## src/adc_regmap_pkg.sv

```systemverilog
// Constants, register layout and carrier types for the converter's serial
// register space. Assumes a single 100 MHz clock and a three-wire serial
// host whose pins are already synchronous to that clock.
//
// How it works
// Space splits into chip config, commit, shadowed function and feature.
// Unlisted addresses and bits hold nothing; they read as zero.
// Host writes zero into unused bits of a partly used byte.
// Host never writes an address whose whole byte is unused.
// Any reset reloads every register with its default value.
// Function registers 0x08 to 0x18 are written to shadow copies first.
// Writing 0x01 to 0xFF copies all shadows to active at once.
// The commit bit clears itself after the copy.
// Reference select resets to 0xC0, the 2.0 V p-p range.
// Host picks normal, full power-down or standby mode.
// Host sets stabilizer, divider ratio, divider phase and sync enable.
// Host sets a digital offset correction of the converter output.
// Host selects a test pattern replacing conversion data.
// Host picks output format and inverts the data clock polarity.
// Host adjusts the data clock output delay against the data.
// Port config mirrors nibbles, bits 4 and 3 read one, resets 0x18.
// Chip identity and speed grade are read only.
// Frame is 16-bit instruction, read/write first, then 8-bit words.
// Bit order defaults to MSB first, switchable in port config.
// Chip select low starts a frame; holding it low streams.
package adc_regmap_pkg;

    localparam int ADDR_W    = 13;
    localparam int BYTE_BITS = 8;
    localparam int INSTR_BITS = 16;

    // Register offsets
    localparam logic [12:0] ADDR_PORT_CFG   = 13'h0000;
    localparam logic [12:0] ADDR_CHIP_IDENTITY    = 13'h0001;
    localparam logic [12:0] ADDR_GRADE      = 13'h0002;
    localparam logic [12:0] ADDR_POWER      = 13'h0008;
    localparam logic [12:0] ADDR_GCLK       = 13'h0009;
    localparam logic [12:0] ADDR_CLKDIV     = 13'h000B;
    localparam logic [12:0] ADDR_TEST       = 13'h000D;
    localparam logic [12:0] ADDR_OFFSET     = 13'h0010;
    localparam logic [12:0] ADDR_OUT_MODE   = 13'h0014;
    localparam logic [12:0] ADDR_OUT_PHASE  = 13'h0016;
    localparam logic [12:0] ADDR_OUT_DELAY  = 13'h0017;
    localparam logic [12:0] ADDR_VREF       = 13'h0018;
    localparam logic [12:0] ADDR_COMMIT     = 13'h00FF;
    localparam logic [12:0] ADDR_FEATURE    = 13'h0100;
    localparam int          SHADOW_N        = 17;

    // Reset values
    localparam logic [7:0] RST_PORT_CFG  = 8'h18;
    localparam logic [7:0] RST_POWER     = 8'h80;
    localparam logic [7:0] RST_GCLK      = 8'h01;
    localparam logic [7:0] RST_VREF      = 8'hC0;
    localparam logic [7:0] RST_ZERO      = 8'h00;

    // Port configuration fields mirrored about the byte centre, then commit and grade bits
    localparam int PC_LSB_HI  = 6;
    localparam int PC_LSB_LO  = 1;
    localparam int PC_SRST_HI = 5;
    localparam int PC_SRST_LO = 2;
    localparam int COMMIT_BIT = 0;
    localparam int GRADE_LSB  = 4;

    // Instruction word fields
    localparam int          RW_BIT    = 15;
    localparam logic [1:0]  WC_STREAM = 2'h3;

    // One write taken from the serial port
    typedef struct packed {
        logic              valid;
        logic [ADDR_W-1:0] addr;
        logic [7:0]        data;
    } wr_t;

    // Active settings seen by the converter core
    typedef struct packed {
        logic [7:0] power_modes;
        logic [7:0] global_clock;
        logic [7:0] clock_divide;
        logic [7:0] test_mode;
        logic [7:0] offset_adjust;
        logic [7:0] output_mode;
        logic [7:0] output_phase;
        logic [7:0] output_delay;
        logic [7:0] reference_select;
        logic [7:0] digital_feature;
    } config_t;

    // Writable bits of each shadowed or feature register; zero marks none there
    function automatic logic [7:0] reg_mask(input logic [12:0] a);
        unique case (a)
            ADDR_POWER:     reg_mask = 8'h23;
            ADDR_GCLK:      reg_mask = 8'h03;
            ADDR_CLKDIV:    reg_mask = 8'h3F;
            ADDR_TEST:      reg_mask = 8'h37;
            ADDR_OFFSET:    reg_mask = 8'hFF;
            ADDR_OUT_MODE:  reg_mask = 8'h07;
            ADDR_OUT_PHASE: reg_mask = 8'h80;
            ADDR_OUT_DELAY: reg_mask = 8'h87;
            ADDR_VREF:      reg_mask = 8'hC0;
            ADDR_FEATURE:   reg_mask = 8'h1F;
            default:        reg_mask = 8'h00;
        endcase
    endfunction

    // Bits that always read one
    function automatic logic [7:0] reg_fixed(input logic [12:0] a);
        reg_fixed = (a == ADDR_POWER) ? RST_POWER : RST_ZERO;
    endfunction

    // Default after any reset
    function automatic logic [7:0] reg_default(input logic [12:0] a);
        unique case (a)
            ADDR_POWER: reg_default = RST_POWER;
            ADDR_GCLK:  reg_default = RST_GCLK;
            ADDR_VREF:  reg_default = RST_VREF;
            default:    reg_default = RST_ZERO;
        endcase
    endfunction

endpackage

```

## src/adc_spi_register_map.sv

```systemverilog
// Register space of the converter behind its three-wire serial port:
// chip configuration, shadowed function registers with commit, and the
// feature register. Assumes all pins are synchronous to CLK_I.
`timescale 1ns/1ps
`default_nettype none
module adc_spi_register_map
    import adc_regmap_pkg::*;
#(
    parameter logic [7:0] CHIP_IDENTITY_VALUE = 8'hA5, // Arbitrary value
    parameter logic [1:0] SPEED_GRADE   = 2'h1
)(
    // Clock and reset
    input  wire logic    CLK_I,
    input  wire logic    SYS_RST_I,
    // Serial port pins
    input  wire logic    SCLK_I,
    input  wire logic    CHIP_SELECT_N_I,
    input  wire logic    SDIO_I,
    output logic         SDIO_O,
    output logic         SDIO_OE_O,
    // Active settings to the converter core
    output var config_t  CONFIG_O
);

    logic [7:0]        shadow [SHADOW_N];
    logic [7:0]        active [SHADOW_N];
    logic [7:0]        feature;
    logic              lsb_first;
    logic              commit_pend;
    wr_t               wr;
    logic [ADDR_W-1:0] rd_addr;
    logic [7:0]        rd_data;

    // Shadow window test, used by both the write and the read path
    function automatic logic in_shadow(input logic [12:0] a);
        in_shadow = (a >= ADDR_POWER) && (a <= ADDR_VREF);
    endfunction

    function automatic logic [4:0] shadow_idx(input logic [12:0] a);
        logic [12:0] d;
        d = a - ADDR_POWER;
        shadow_idx = d[4:0];
    endfunction

    spi_frame_engine u_engine (
        .clk_i           (CLK_I),
        .rst_i           (SYS_RST_I),
        .sclk_i          (SCLK_I),
        .chip_select_n_i (CHIP_SELECT_N_I),
        .sdio_i          (SDIO_I),
        .sdio_o          (SDIO_O),
        .sdio_oe_o       (SDIO_OE_O),
        .lsb_first_i     (lsb_first),
        .rd_data_i       (rd_data),
        .rd_addr_o       (rd_addr),
        .wr_o            (wr)
    );

    // Write decode; masked bits are stored as their fixed value (zero, but one for power bit 7) whatever the host sends
    wire [7:0] wr_mask     = reg_mask(wr.addr);
    wire [7:0] wr_value    = (wr.data & wr_mask) | reg_fixed(wr.addr);
    wire [4:0] wr_idx      = shadow_idx(wr.addr);
    wire       wr_shadow   = wr.valid && in_shadow(wr.addr)
                             && (wr_mask != 8'h00);
    wire       wr_port     = wr.valid && (wr.addr == ADDR_PORT_CFG);
    wire       wr_feature  = wr.valid && (wr.addr == ADDR_FEATURE);
    wire       wr_commit   = wr.valid && (wr.addr == ADDR_COMMIT)
                             && wr.data[COMMIT_BIT];
    // Either mirrored soft reset bit acts, so bit order does not matter
    wire       soft_reset  = wr_port && (wr.data[PC_SRST_HI]
                             || wr.data[PC_SRST_LO]);
    wire       any_reset   = SYS_RST_I || soft_reset;

    // Register storage; writes to identity and grade find no storage
    always_ff @(posedge CLK_I) begin
        if (any_reset) begin
            for (int i = 0; i < SHADOW_N; i++) begin
                shadow[i] <= reg_default(ADDR_POWER + 13'(i));
                active[i] <= reg_default(ADDR_POWER + 13'(i));
            end
            feature     <= RST_ZERO;
            lsb_first   <= 1'b0;
            commit_pend <= 1'b0;
        end else begin
            if (wr_shadow) begin
                shadow[wr_idx] <= wr_value;
            end
            if (wr_port) begin
                lsb_first <= wr.data[PC_LSB_HI] || wr.data[PC_LSB_LO];
            end
            if (wr_feature) begin
                feature <= wr_value;
            end
            if (commit_pend) begin
                for (int i = 0; i < SHADOW_N; i++) begin
                    active[i] <= shadow[i];
                end
            end
            // Self-clearing; a new commit write in the same cycle re-arms
            commit_pend <= wr_commit;
        end
    end

    // Read-back values; the commit byte always reads zero, even while a commit is pending
    wire [7:0] port_rd  = RST_PORT_CFG
                          | (8'(lsb_first) << PC_LSB_HI)
                          | (8'(lsb_first) << PC_LSB_LO);
    wire [7:0] grade_rd = 8'(SPEED_GRADE) << GRADE_LSB;
    wire       rd_shdw  = in_shadow(rd_addr);

    assign rd_data = (rd_addr == ADDR_PORT_CFG) ? port_rd
                   : (rd_addr == ADDR_CHIP_IDENTITY)  ? CHIP_IDENTITY_VALUE
                   : (rd_addr == ADDR_GRADE)    ? grade_rd
                   : rd_shdw                    ? shadow[shadow_idx(rd_addr)]
                   : (rd_addr == ADDR_FEATURE)  ? feature
                   : 8'h00;

    // Active bytes straight from their flip-flops
    assign CONFIG_O.power_modes      = active[shadow_idx(ADDR_POWER)];
    assign CONFIG_O.global_clock     = active[shadow_idx(ADDR_GCLK)];
    assign CONFIG_O.clock_divide     = active[shadow_idx(ADDR_CLKDIV)];
    assign CONFIG_O.test_mode        = active[shadow_idx(ADDR_TEST)];
    assign CONFIG_O.offset_adjust    = active[shadow_idx(ADDR_OFFSET)];
    assign CONFIG_O.output_mode      = active[shadow_idx(ADDR_OUT_MODE)];
    assign CONFIG_O.output_phase     = active[shadow_idx(ADDR_OUT_PHASE)];
    assign CONFIG_O.output_delay     = active[shadow_idx(ADDR_OUT_DELAY)];
    assign CONFIG_O.reference_select = active[shadow_idx(ADDR_VREF)];
    assign CONFIG_O.digital_feature  = feature;

endmodule // adc_spi_register_map
`default_nettype wire

```

## src/spi_frame_engine.sv

```systemverilog
// Serial frame engine of the three-wire port: instruction, data words,
// address stepping and read-back drive. Assumes serial clock, chip select
// and data pins are synchronous to CLK and slower than a quarter of it.
`timescale 1ns/1ps
`default_nettype none
module spi_frame_engine
    import adc_regmap_pkg::*;
(
    // Clock and reset
    input  wire logic              clk_i,
    input  wire logic              rst_i,
    // Serial pins
    input  wire logic              sclk_i,
    input  wire logic              chip_select_n_i,
    input  wire logic              sdio_i,
    output logic                   sdio_o,
    output logic                   sdio_oe_o,
    // Register side
    input  wire logic              lsb_first_i,
    input  wire logic [7:0]        rd_data_i,
    output logic [ADDR_W-1:0]      rd_addr_o,
    output var wr_t                wr_o
);

    typedef enum logic [1:0] {S_INSTR, S_DATA, S_DONE} state_t;

    state_t              state;
    logic                sclk_q;
    logic [4:0]          cnt;
    logic [15:0]         instr;
    logic [7:0]          dshift;
    logic [7:0]          obyte;
    logic                is_read;
    logic [1:0]          wc;
    logic [1:0]          bytes;

    // Bit k of a byte as it leaves in the chosen order
    function automatic logic bit_of(input logic [7:0] b,
                                    input logic [2:0] k,
                                    input logic       lsb);
        bit_of = lsb ? b[k] : b[3'h7 - k];
    endfunction

    wire              rise        = sclk_i & ~sclk_q;
    wire              fall        = ~sclk_i & sclk_q;
    wire [15:0]       next_instr  = {instr[14:0], sdio_i};
    wire [7:0]        next_byte   = lsb_first_i ? {sdio_i, dshift[7:1]}
                                                : {dshift[6:0], sdio_i};
    // MSB-first frames walk down, LSB-first frames walk up
    wire [ADDR_W-1:0] next_addr   = lsb_first_i ? rd_addr_o + 13'h0001
                                                : rd_addr_o - 13'h0001;
    wire              last_byte   = (wc != WC_STREAM) && (bytes == wc);

    // Frame sequencer; chip select high aborts, so no stall between bytes
    always_ff @(posedge clk_i) begin
        sclk_q      <= sclk_i;
        wr_o.valid  <= 1'b0;
        if (rst_i || chip_select_n_i) begin
            state     <= S_INSTR;
            cnt       <= 5'h00;
            sdio_oe_o <= 1'b0;
            sdio_o    <= 1'b0;
            instr     <= 16'h0000;
            dshift    <= 8'h00;
            obyte     <= 8'h00;
            is_read   <= 1'b0;
            wc        <= 2'h0;
            bytes     <= 2'h0;
            rd_addr_o <= 13'h0000;
            wr_o.addr <= 13'h0000;
            wr_o.data <= 8'h00;
        end else if (rise) begin
            unique case (state)
                S_INSTR: begin
                    instr <= next_instr;
                    cnt   <= cnt + 5'h01;
                    if (cnt == 5'(INSTR_BITS - 1)) begin
                        is_read   <= next_instr[RW_BIT];
                        wc        <= next_instr[14:13];
                        rd_addr_o <= next_instr[12:0];
                        bytes     <= 2'h0;
                        cnt       <= 5'h00;
                        state     <= S_DATA;
                    end
                end
                S_DATA: begin
                    dshift <= next_byte;
                    cnt    <= cnt + 5'h01;
                    if (cnt == 5'(BYTE_BITS - 1)) begin
                        cnt   <= 5'h00;
                        bytes <= bytes + 2'h1;
                        rd_addr_o <= next_addr;
                        if (!is_read) begin
                            wr_o <= '{valid: 1'b1, addr: rd_addr_o,
                                      data: next_byte};
                        end
                        if (last_byte) begin
                            state     <= S_DONE;
                            sdio_oe_o <= 1'b0;
                        end
                    end
                end
                S_DONE: begin
                    cnt <= 5'h00; // Extra clocks ignored until deselect
                end
            endcase
        end else if (fall && state == S_DATA && is_read) begin
            // Drive on the falling edge so the host samples on rising
            sdio_oe_o <= 1'b1;
            if (cnt == 5'h00) begin
                obyte  <= rd_data_i;
                sdio_o <= bit_of(rd_data_i, 3'h0, lsb_first_i);
            end else begin
                sdio_o <= bit_of(obyte, cnt[2:0], lsb_first_i);
            end
        end
    end

endmodule // spi_frame_engine
`default_nettype wire

```

## config.mk

```make
export PLATFORM = sky130hd
export DESIGN_NAME = adc_spi_register_map
export DESIGN_NICKNAME = d
export VERILOG_FILES = /design/src/adc_regmap_pkg.sv /design/src/adc_spi_register_map.sv /design/src/spi_frame_engine.sv
export SDC_FILE = /design/constraint.sdc
export NUM_CORES = 1
export LEC_CHECK = 0
export BUFFER_PORTS_ARGS = -buffer_cell sky130_fd_sc_hd__clkbuf_2
export CORE_UTILIZATION = 55
export CTS_CLUSTER_DIAMETER = 80
export DETAILED_ROUTE_END_ITERATION = 10
export PLACE_DENSITY_LB_ADDON = 0.3
export SETUP_SLACK_MARGIN = 0.05
export SLEW_MARGIN = 5
export SYNTH_ARGS = -nofsm -noshare
export SYNTH_HDL_FRONTEND = slang
export SYNTH_HIERARCHICAL = 1
export SYNTH_SLANG_ARGS = --single-unit
```

## constraint.sdc

```tcl
create_clock -name CLK_I -period 3.6 [get_ports CLK_I]
set_clock_uncertainty 0.2 [all_clocks]
set_input_delay 0 -clock CLK_I [delete_from_list [all_inputs] [get_ports CLK_I]]
set_output_delay 0 -clock CLK_I [all_outputs]
set_load 0.005 [all_outputs]
```

**Word level (Yosys, flattened, before mapping)**

Memories as Yosys holds them, arrays and structs flattened.
Cells that the tools add are included.

- Bits of input ports: 5
- Flip-flop bits (word level): 91
- Output and inout bits: 82
- Memories kept: 2
- Memory bits (writable): 272

- Multiplexer cells: 67
- Eq/ne operators: 26
- Add/subtract/negate cells: 7
- Magnitude comparators: 6
- Bitwise logic cells: 28
- Reduce and logical (&&, ||, !) cells: 34

Memories:

| name | words | bits a word | rd ports | clocked after Yosys merged registers in | write ports | RTL line | text |
|---|---|---|---|---|---|---|---|
| active | 17 | 8 | 9 | 0 | 17 | adc_spi_register_map.sv:26 | `logic [7:0] active [SHADOW_N];` |
| shadow | 17 | 8 | 18 | 0 | 17 | adc_spi_register_map.sv:25 | `logic [7:0] shadow [SHADOW_N];` |

Operators by type and width:

| cell | number |
|---|---|
| $mux W8 | 29 |
| $pmux W8 S10 | 1 |
| $eq A13 B5 Y1 const B | 5 |
| $eq A13 B4 Y1 const B | 4 |
| $mux W13 | 3 |
| $eq A13 B9 Y1 const B | 2 |
| $ge A13 B4 Y1 const B | 2 |
| $le A13 B5 Y1 const B | 2 |
| $logic_not A13 Y1 | 2 |
| $pmux W13 S2 | 1 |
| $mux W22 | 1 |
| $mux W1 | 19 |
| $or A1 B1 Y1 | 17 |
| $mux W5 | 3 |
| $pmux W5 S3 | 1 |
| $add A13 B1 Y13 const B | 1 |
| $eq A13 B1 Y1 const B | 1 |
| $eq A13 B2 Y1 const B | 1 |
| $eq A13 B8 Y1 const B | 1 |
| $sub A13 B1 Y13 const B | 1 |
| $logic_and A1 B1 Y1 | 12 |
| $reduce_and A4 Y1 | 3 |
| $mux W2 | 5 |
| $sub A5 B4 Y5 const B | 2 |
| 28 further kinds | 49 |

**Depth between registers and ports, before layout**

- Depth after elaboration: 9
- Gate-level depth with buffers: 13

**Hierarchy**

Netlist, hierarchy kept.

Modules (own cells, without submodules):

| module | cells each | times used | area an instance (um2) |
|---|---|---|---|
| adc_spi_register_map | 846 | 1 | 13882.1 |
| spi_frame_engine | 451 | 1 | 3930.0 |

**Least setup slack after synthesis**

OpenSTA, ideal clock, no wires.

- Kind: register -> register
- Start point: reg u_engine/wr_o[18] (netlist name)
- End point: mem active[0][0] (enable)
- Buffers on the path: 1
- Arrival: 3.043 ns
- Cell stages (with the launch flop): 7
- Setup time: 0.442 ns
- Data required time: 2.958 ns
- Setup slack: -0.085 ns
- Clock period less this slack: 3.685 ns
- Path through: dfxtp_1 > nor4_2 > nand3b_1 > nor2_1 > a31oi_1 > clkbuf_1 > nand2b_1

RTL lines:

| element | RTL line | text |
|---|---|---|
| from (decl) | spi_frame_engine.sv:22 | `output var wr_t wr_o` |
| from (signal assigned) | spi_frame_engine.sv:94 | `wr_o <= '{valid: 1'b1, addr: rd_addr_o,` |
| to (decl) | adc_spi_register_map.sv:26 |  |

**Final worst setup path**

- Start point: reg u_engine.rd_addr_o[4]
- End point: reg u_engine.sdio_o

- Word-level cells in the longest chain between the ends: 8
- Elaborated cells between the ends (all ways): 16
- Classes of those cells: add/sub (1); order compare (2); eq/ne (3); mux (7); reduce/logical (2); memory (1)

RTL lines:

| element | RTL line | text |
|---|---|---|
| from (decl) | spi_frame_engine.sv:21 | `output logic [ADDR_W-1:0] rd_addr_o,` |
| from (signal assigned) | spi_frame_engine.sv:80 | `rd_addr_o <= next_instr[12:0];` |
| from (signal assigned) | spi_frame_engine.sv:92 | `rd_addr_o <= next_addr;` |
| $sub A5 B4 Y5 (tied with other cells) | adc_spi_register_map.sv:41 | `d = a - ADDR_POWER;` |
| $mem_v2 Z17 W8 (tied with other cells) | -- |  |
| $mux W8 | adc_spi_register_map.sv:114 | `: rd_shdw ? shadow[shadow_idx(rd_addr)]` |
| $mux W8 | adc_spi_register_map.sv:113 | `: (rd_addr == ADDR_GRADE) ? grade_rd` |
| $mux W8 | adc_spi_register_map.sv:112 | `: (rd_addr == ADDR_CHIP_IDENTITY) ? CHIP_IDENTITY_VALUE` |
| $mux W8 (*) | adc_spi_register_map.sv:111 | `assign rd_data = (rd_addr == ADDR_PORT_CFG) ? port_rd` |
| via rd_data[0] | adc_spi_register_map.sv:32 | `logic [7:0] rd_data;` |
| $mux W1 (*) | spi_frame_engine.sv:41 | `bit_of = lsb ? b[k] : b[3'h7 - k];` |
| $mux W1 (*) | spi_frame_engine.sv:110 | `if (cnt == 5'h00) begin` |
| to (signal assigned) | spi_frame_engine.sv:112 | `sdio_o <= bit_of(rd_data_i, 3'h0, lsb_first_i);` |
| to (signal assigned) | spi_frame_engine.sv:114 | `sdio_o <= bit_of(obyte, cnt[2:0], lsb_first_i);` |
| to (decl) | spi_frame_engine.sv:16 | `output logic sdio_o,` |

The timed path passes the listed nets; every way through them passes the cells marked *.
A chain may end at the register's enable or synchronous reset.

==> key figures <==
Clock network
  – # resized after CTS: 0
  – CTS root buffer: clkbuf_16
  – Clk buf depth: 3
  – CTS sink cnt: approximately 420
  – Clock Latency Late Sink: roughly 0.54 ns
  – Worst-path clk slew: 0.06 ns
  – Post-CTS Setup Bufs: 0
  – Num CTS Buffers: 43
  – CTS tree: done
  – CTS H-tree lvls: 2

Yosys
  – Synth Instances: 1297
  – Adder-cell share of the synthesized area: between 1 and 1.5%
  – Mean Syn Cell Area: around 14 um^2
  – Compound-gate portion of the synthesized area: about 7.5%
  – Yosys Warn Count: 6
  – Post-synthesis simple-gate area fraction: between 10% and 20%
  – Post-synthesis mux area share: roughly a tenth
  – Seq cells post-synth: between 400 and 500
  – Synth Flop Type: edfxtp_1
  – Post-synthesis xor/xnor area fraction: less than 1%
  – Sequential-to-total area share from yosys stat: around 66%
  – Largest family of logic cells by synthesized area: simple AND/OR/NAND/NOR gates
  – Netlist cell types: 80
  – Post-Syn Area: about 18000 um^2
  – Post-synth EDFFs: around 330
  – Post-synthesis async set-or-reset flop share: 0%

Detailed routing
  – Drt pass-1 iters: 5
  – DR vias: 11500
  – Drt drc: 0
  – WL/cell: 19.3 um
  – Post-DRT Antenna Nets: 0
  – Vias per cell: around 5.6
  – DR iter-0 viols: 1205
  – Total wire length: a little under 40000 um

Critical path
  – WP data required: between 3 and 4 ns
  – Worst Path Arrival: ~3.6 ns
  – R2R Setup Slk: between 0.2 and 0.3 ns
  – Crit Path Max Fanout: 17
  – Worst setup EP type: flip-flop
  – Crit path launch type: flip-flop
  – Critical path class: flip-flop to flip-flop

Placed design
  – Dpl ws: 0.406 ns
  – Gpl congestion: roughly 0.9
  – Port buffer count: between 80 and 90
  – Area post-placement: approximately 20000 um^2
  – Placed insts: about 2000
  – Final HPWL DP: between 20000 and 30000 um

Floorplanning
  – Initial core utilization: a little under three fifths
  – Die height: roughly 180 um
  – Die area: ~33000 um^2
  – Die width: around 180 um
  – Io pins: a little under 90
  – FP Rows: 65
  – Core ar.: 31700 um^2

STA
  – Fin Hold WS: 0.162 ns
  – FMAX: 0.300 GHz
  – Post-route setup slack: 0.264 ns
  – Unrepaired setup endpoints after global routing: false
  – Fin. max-slew vios: 0
  – Final hold viol count: 0
  – Worst-Margin Slew: approximately 0.86 ns
  – Rel. slew slack: between 40% and 50%
  – Min cycle time layout: between 3 and 4 ns
  – Setup_tns: 0 ns
  – Fin crit share: about 93%
  – Final setup vio count: 0

Final layout
  – Layout cell share with drive strength beyond 1: between 15 and 20%
  – Most frequent cells in the layout: 328 x edfxtp_1, 222 x conb_1, 120 x nand2_1, 94 x nor2_1, 88 x dfxtp_1
  – Area delta synth->final: 17.2%
  – Leading cell type in the layout, fill and taps excluded: edfxtp_1
  – Multi-input logic area: between 6000 and 7000 um^2
  – Post-route insts no fill: just over 2000
  – Fill cell count: 2352
  – Final Cell Area: 20900 um^2
  – Register area: 11700 um^2
  – Antenna Cells: 0
  – Layout Nets: around 1600

Global route
  – Number of global-route vias before repair: roughly 11000
  – First-pass GRT wire length: approximately 61000 um
  – Pin count of the biggest net entering global routing: 70
  – Initial antenna violation count: 0
  – Grt total ovfl: 0
  – Total GRT Usage: approximately a quarter

Power and ir drop
  – VDD IR max: 0.278 mV
  – Pwr dens: approximately 470 nW/um^2
  – P_leak: around 0.008 uW

Hold path
  – Hold WC Path Type: input port to flip-flop

Run status
  – Outcome: finished clean

Run
  – Max_cap viols: 0
where the power goes:
part           switching, uW  internal (uW)  leakage, uW
Clock                   1780           2300     0.000634
Combinational            194           95.1      0.00333
Sequential              74.5           5410      0.00403
Total                   2050           7800      0.00800
Yosys cell counts (all sizes together) (3+ instances only):
cell       n  area share [%]
edfxtp   328              55
nand2    123             2.6
nor2      94             2.0
dfxtp     91              10
mux2i     76             4.3
a21oi     75             2.1
and3      71             2.5
mux4      47             6.0
clkbuf    43            0.91
nand3     34            0.96
inv       32            0.67
buf       31             1.2
a211oi    26             1.1
ha        19             1.3
o21ai     19            0.53
a22oi     18            0.76
nor3      15            0.51
nor2b     14            0.49
nand2b    13            0.50
a31oi     10            0.35
xor2      10            0.49
and2       8            0.28
or3        8            0.31
a21o       7            0.30
nor4       7            0.32
o211ai     7            0.30
nand4      6            0.21
a311oi     4            0.20
o221ai     4            0.20
a2111oi    3            0.15
a221oi     3            0.15
a41oi      3            0.15
mux2       3            0.19
o21bai     3            0.13
or2        3            0.11
metrics by stage:
stage	util, %	power [uW]
2_1_floorplan	-	5710
3_3_place_gp	61.5	5840
3_5_place_dp	61.5	5860
4_1_cts	65.8	9900
5_1_grt	65.8	10200
6_report	65.8	9850
state kept, by name, summed over array words and instances (netlist names), 2 cells and up:
name	cells
shadow	256
active	72
u_engine/wr_o	22
u_engine/instr	15
u_engine/rd_addr_o	13
feature	8
u_engine/dshift	8
u_engine/obyte	8
u_engine/cnt	5
u_engine/bytes	2
u_engine/state	2
u_engine/wc	2
worst paths after layout:
check / from / end / depth (start not counted)
max reg2reg: u_engine/rd_addr_o[4] / u_engine/sdio_o / 12
min: SDIO_I / u_engine/instr[0] / 4
max: u_engine/rd_addr_o[4] / u_engine/sdio_o / 12
min reg2reg: u_engine/instr[14] / u_engine/instr[14] / 2
per-layer routing:
| metal | vias up | part of all wire, % | GRT usage [%] |
|---|---|---|---|
| met3 | 73 | 7.0 | 3.79 |
| met2 | 465 | 48 | 40.0 |
| li1 | 5346 | - | - |
| met4 | 0 | 2.7 | 7.33 |
| met1 | 5578 | 42 | 33.2 |
| met5 | - | 0 | 0 |
area by class of cell:
class / instances / area share [%]
Clock buffer: 53 / 5.59
Clock inverter: 24 / 0.624
Inverter: 33 / 0.594
Multi-Input combinational cell: 991 / 31.0
Sequential cell: 419 / 56.0
Tap cell: 402 / 2.41
Timing Repair Buffer: 127 / 3.79
repair_timing:
item,CTS,global route
hold buffers,6,0
endpoints found under the hold margin,24,0
endpoints found under the setup margin,0,0
critical path, stage by stage (launching register included):
cell      delay, ns
dfxtp_1        0.51
inv_1          0.08
ha_1           0.73
nand2b_1       0.31
a21oi_1        0.21
nand3_1        0.12
nand3_1        0.09
a31oi_1        0.07
o311ai_1       0.42
mux2i_1        0.14
a21oi_1        0.17
mux2i_1        0.09
nor2_1         0.10
logic make-up (layout without fill, tap and decap cells):
| family | Yosys count | after routing |
|---|---|---|
| multiplexers | 126 | 126 |
| flip-flops | 419 | 419 |
| adder cells (fa/ha/maj) | 20 | 20 |
| AND/OR/NAND/NOR | 409 | 409 |
| XOR/XNOR | 12 | 12 |
| other | 2 | 222 |
| AO/OA/AOI/OAI | 202 | 202 |
| buffers and inverters | 107 | 237 |
(Power assumes the default switching activity.)
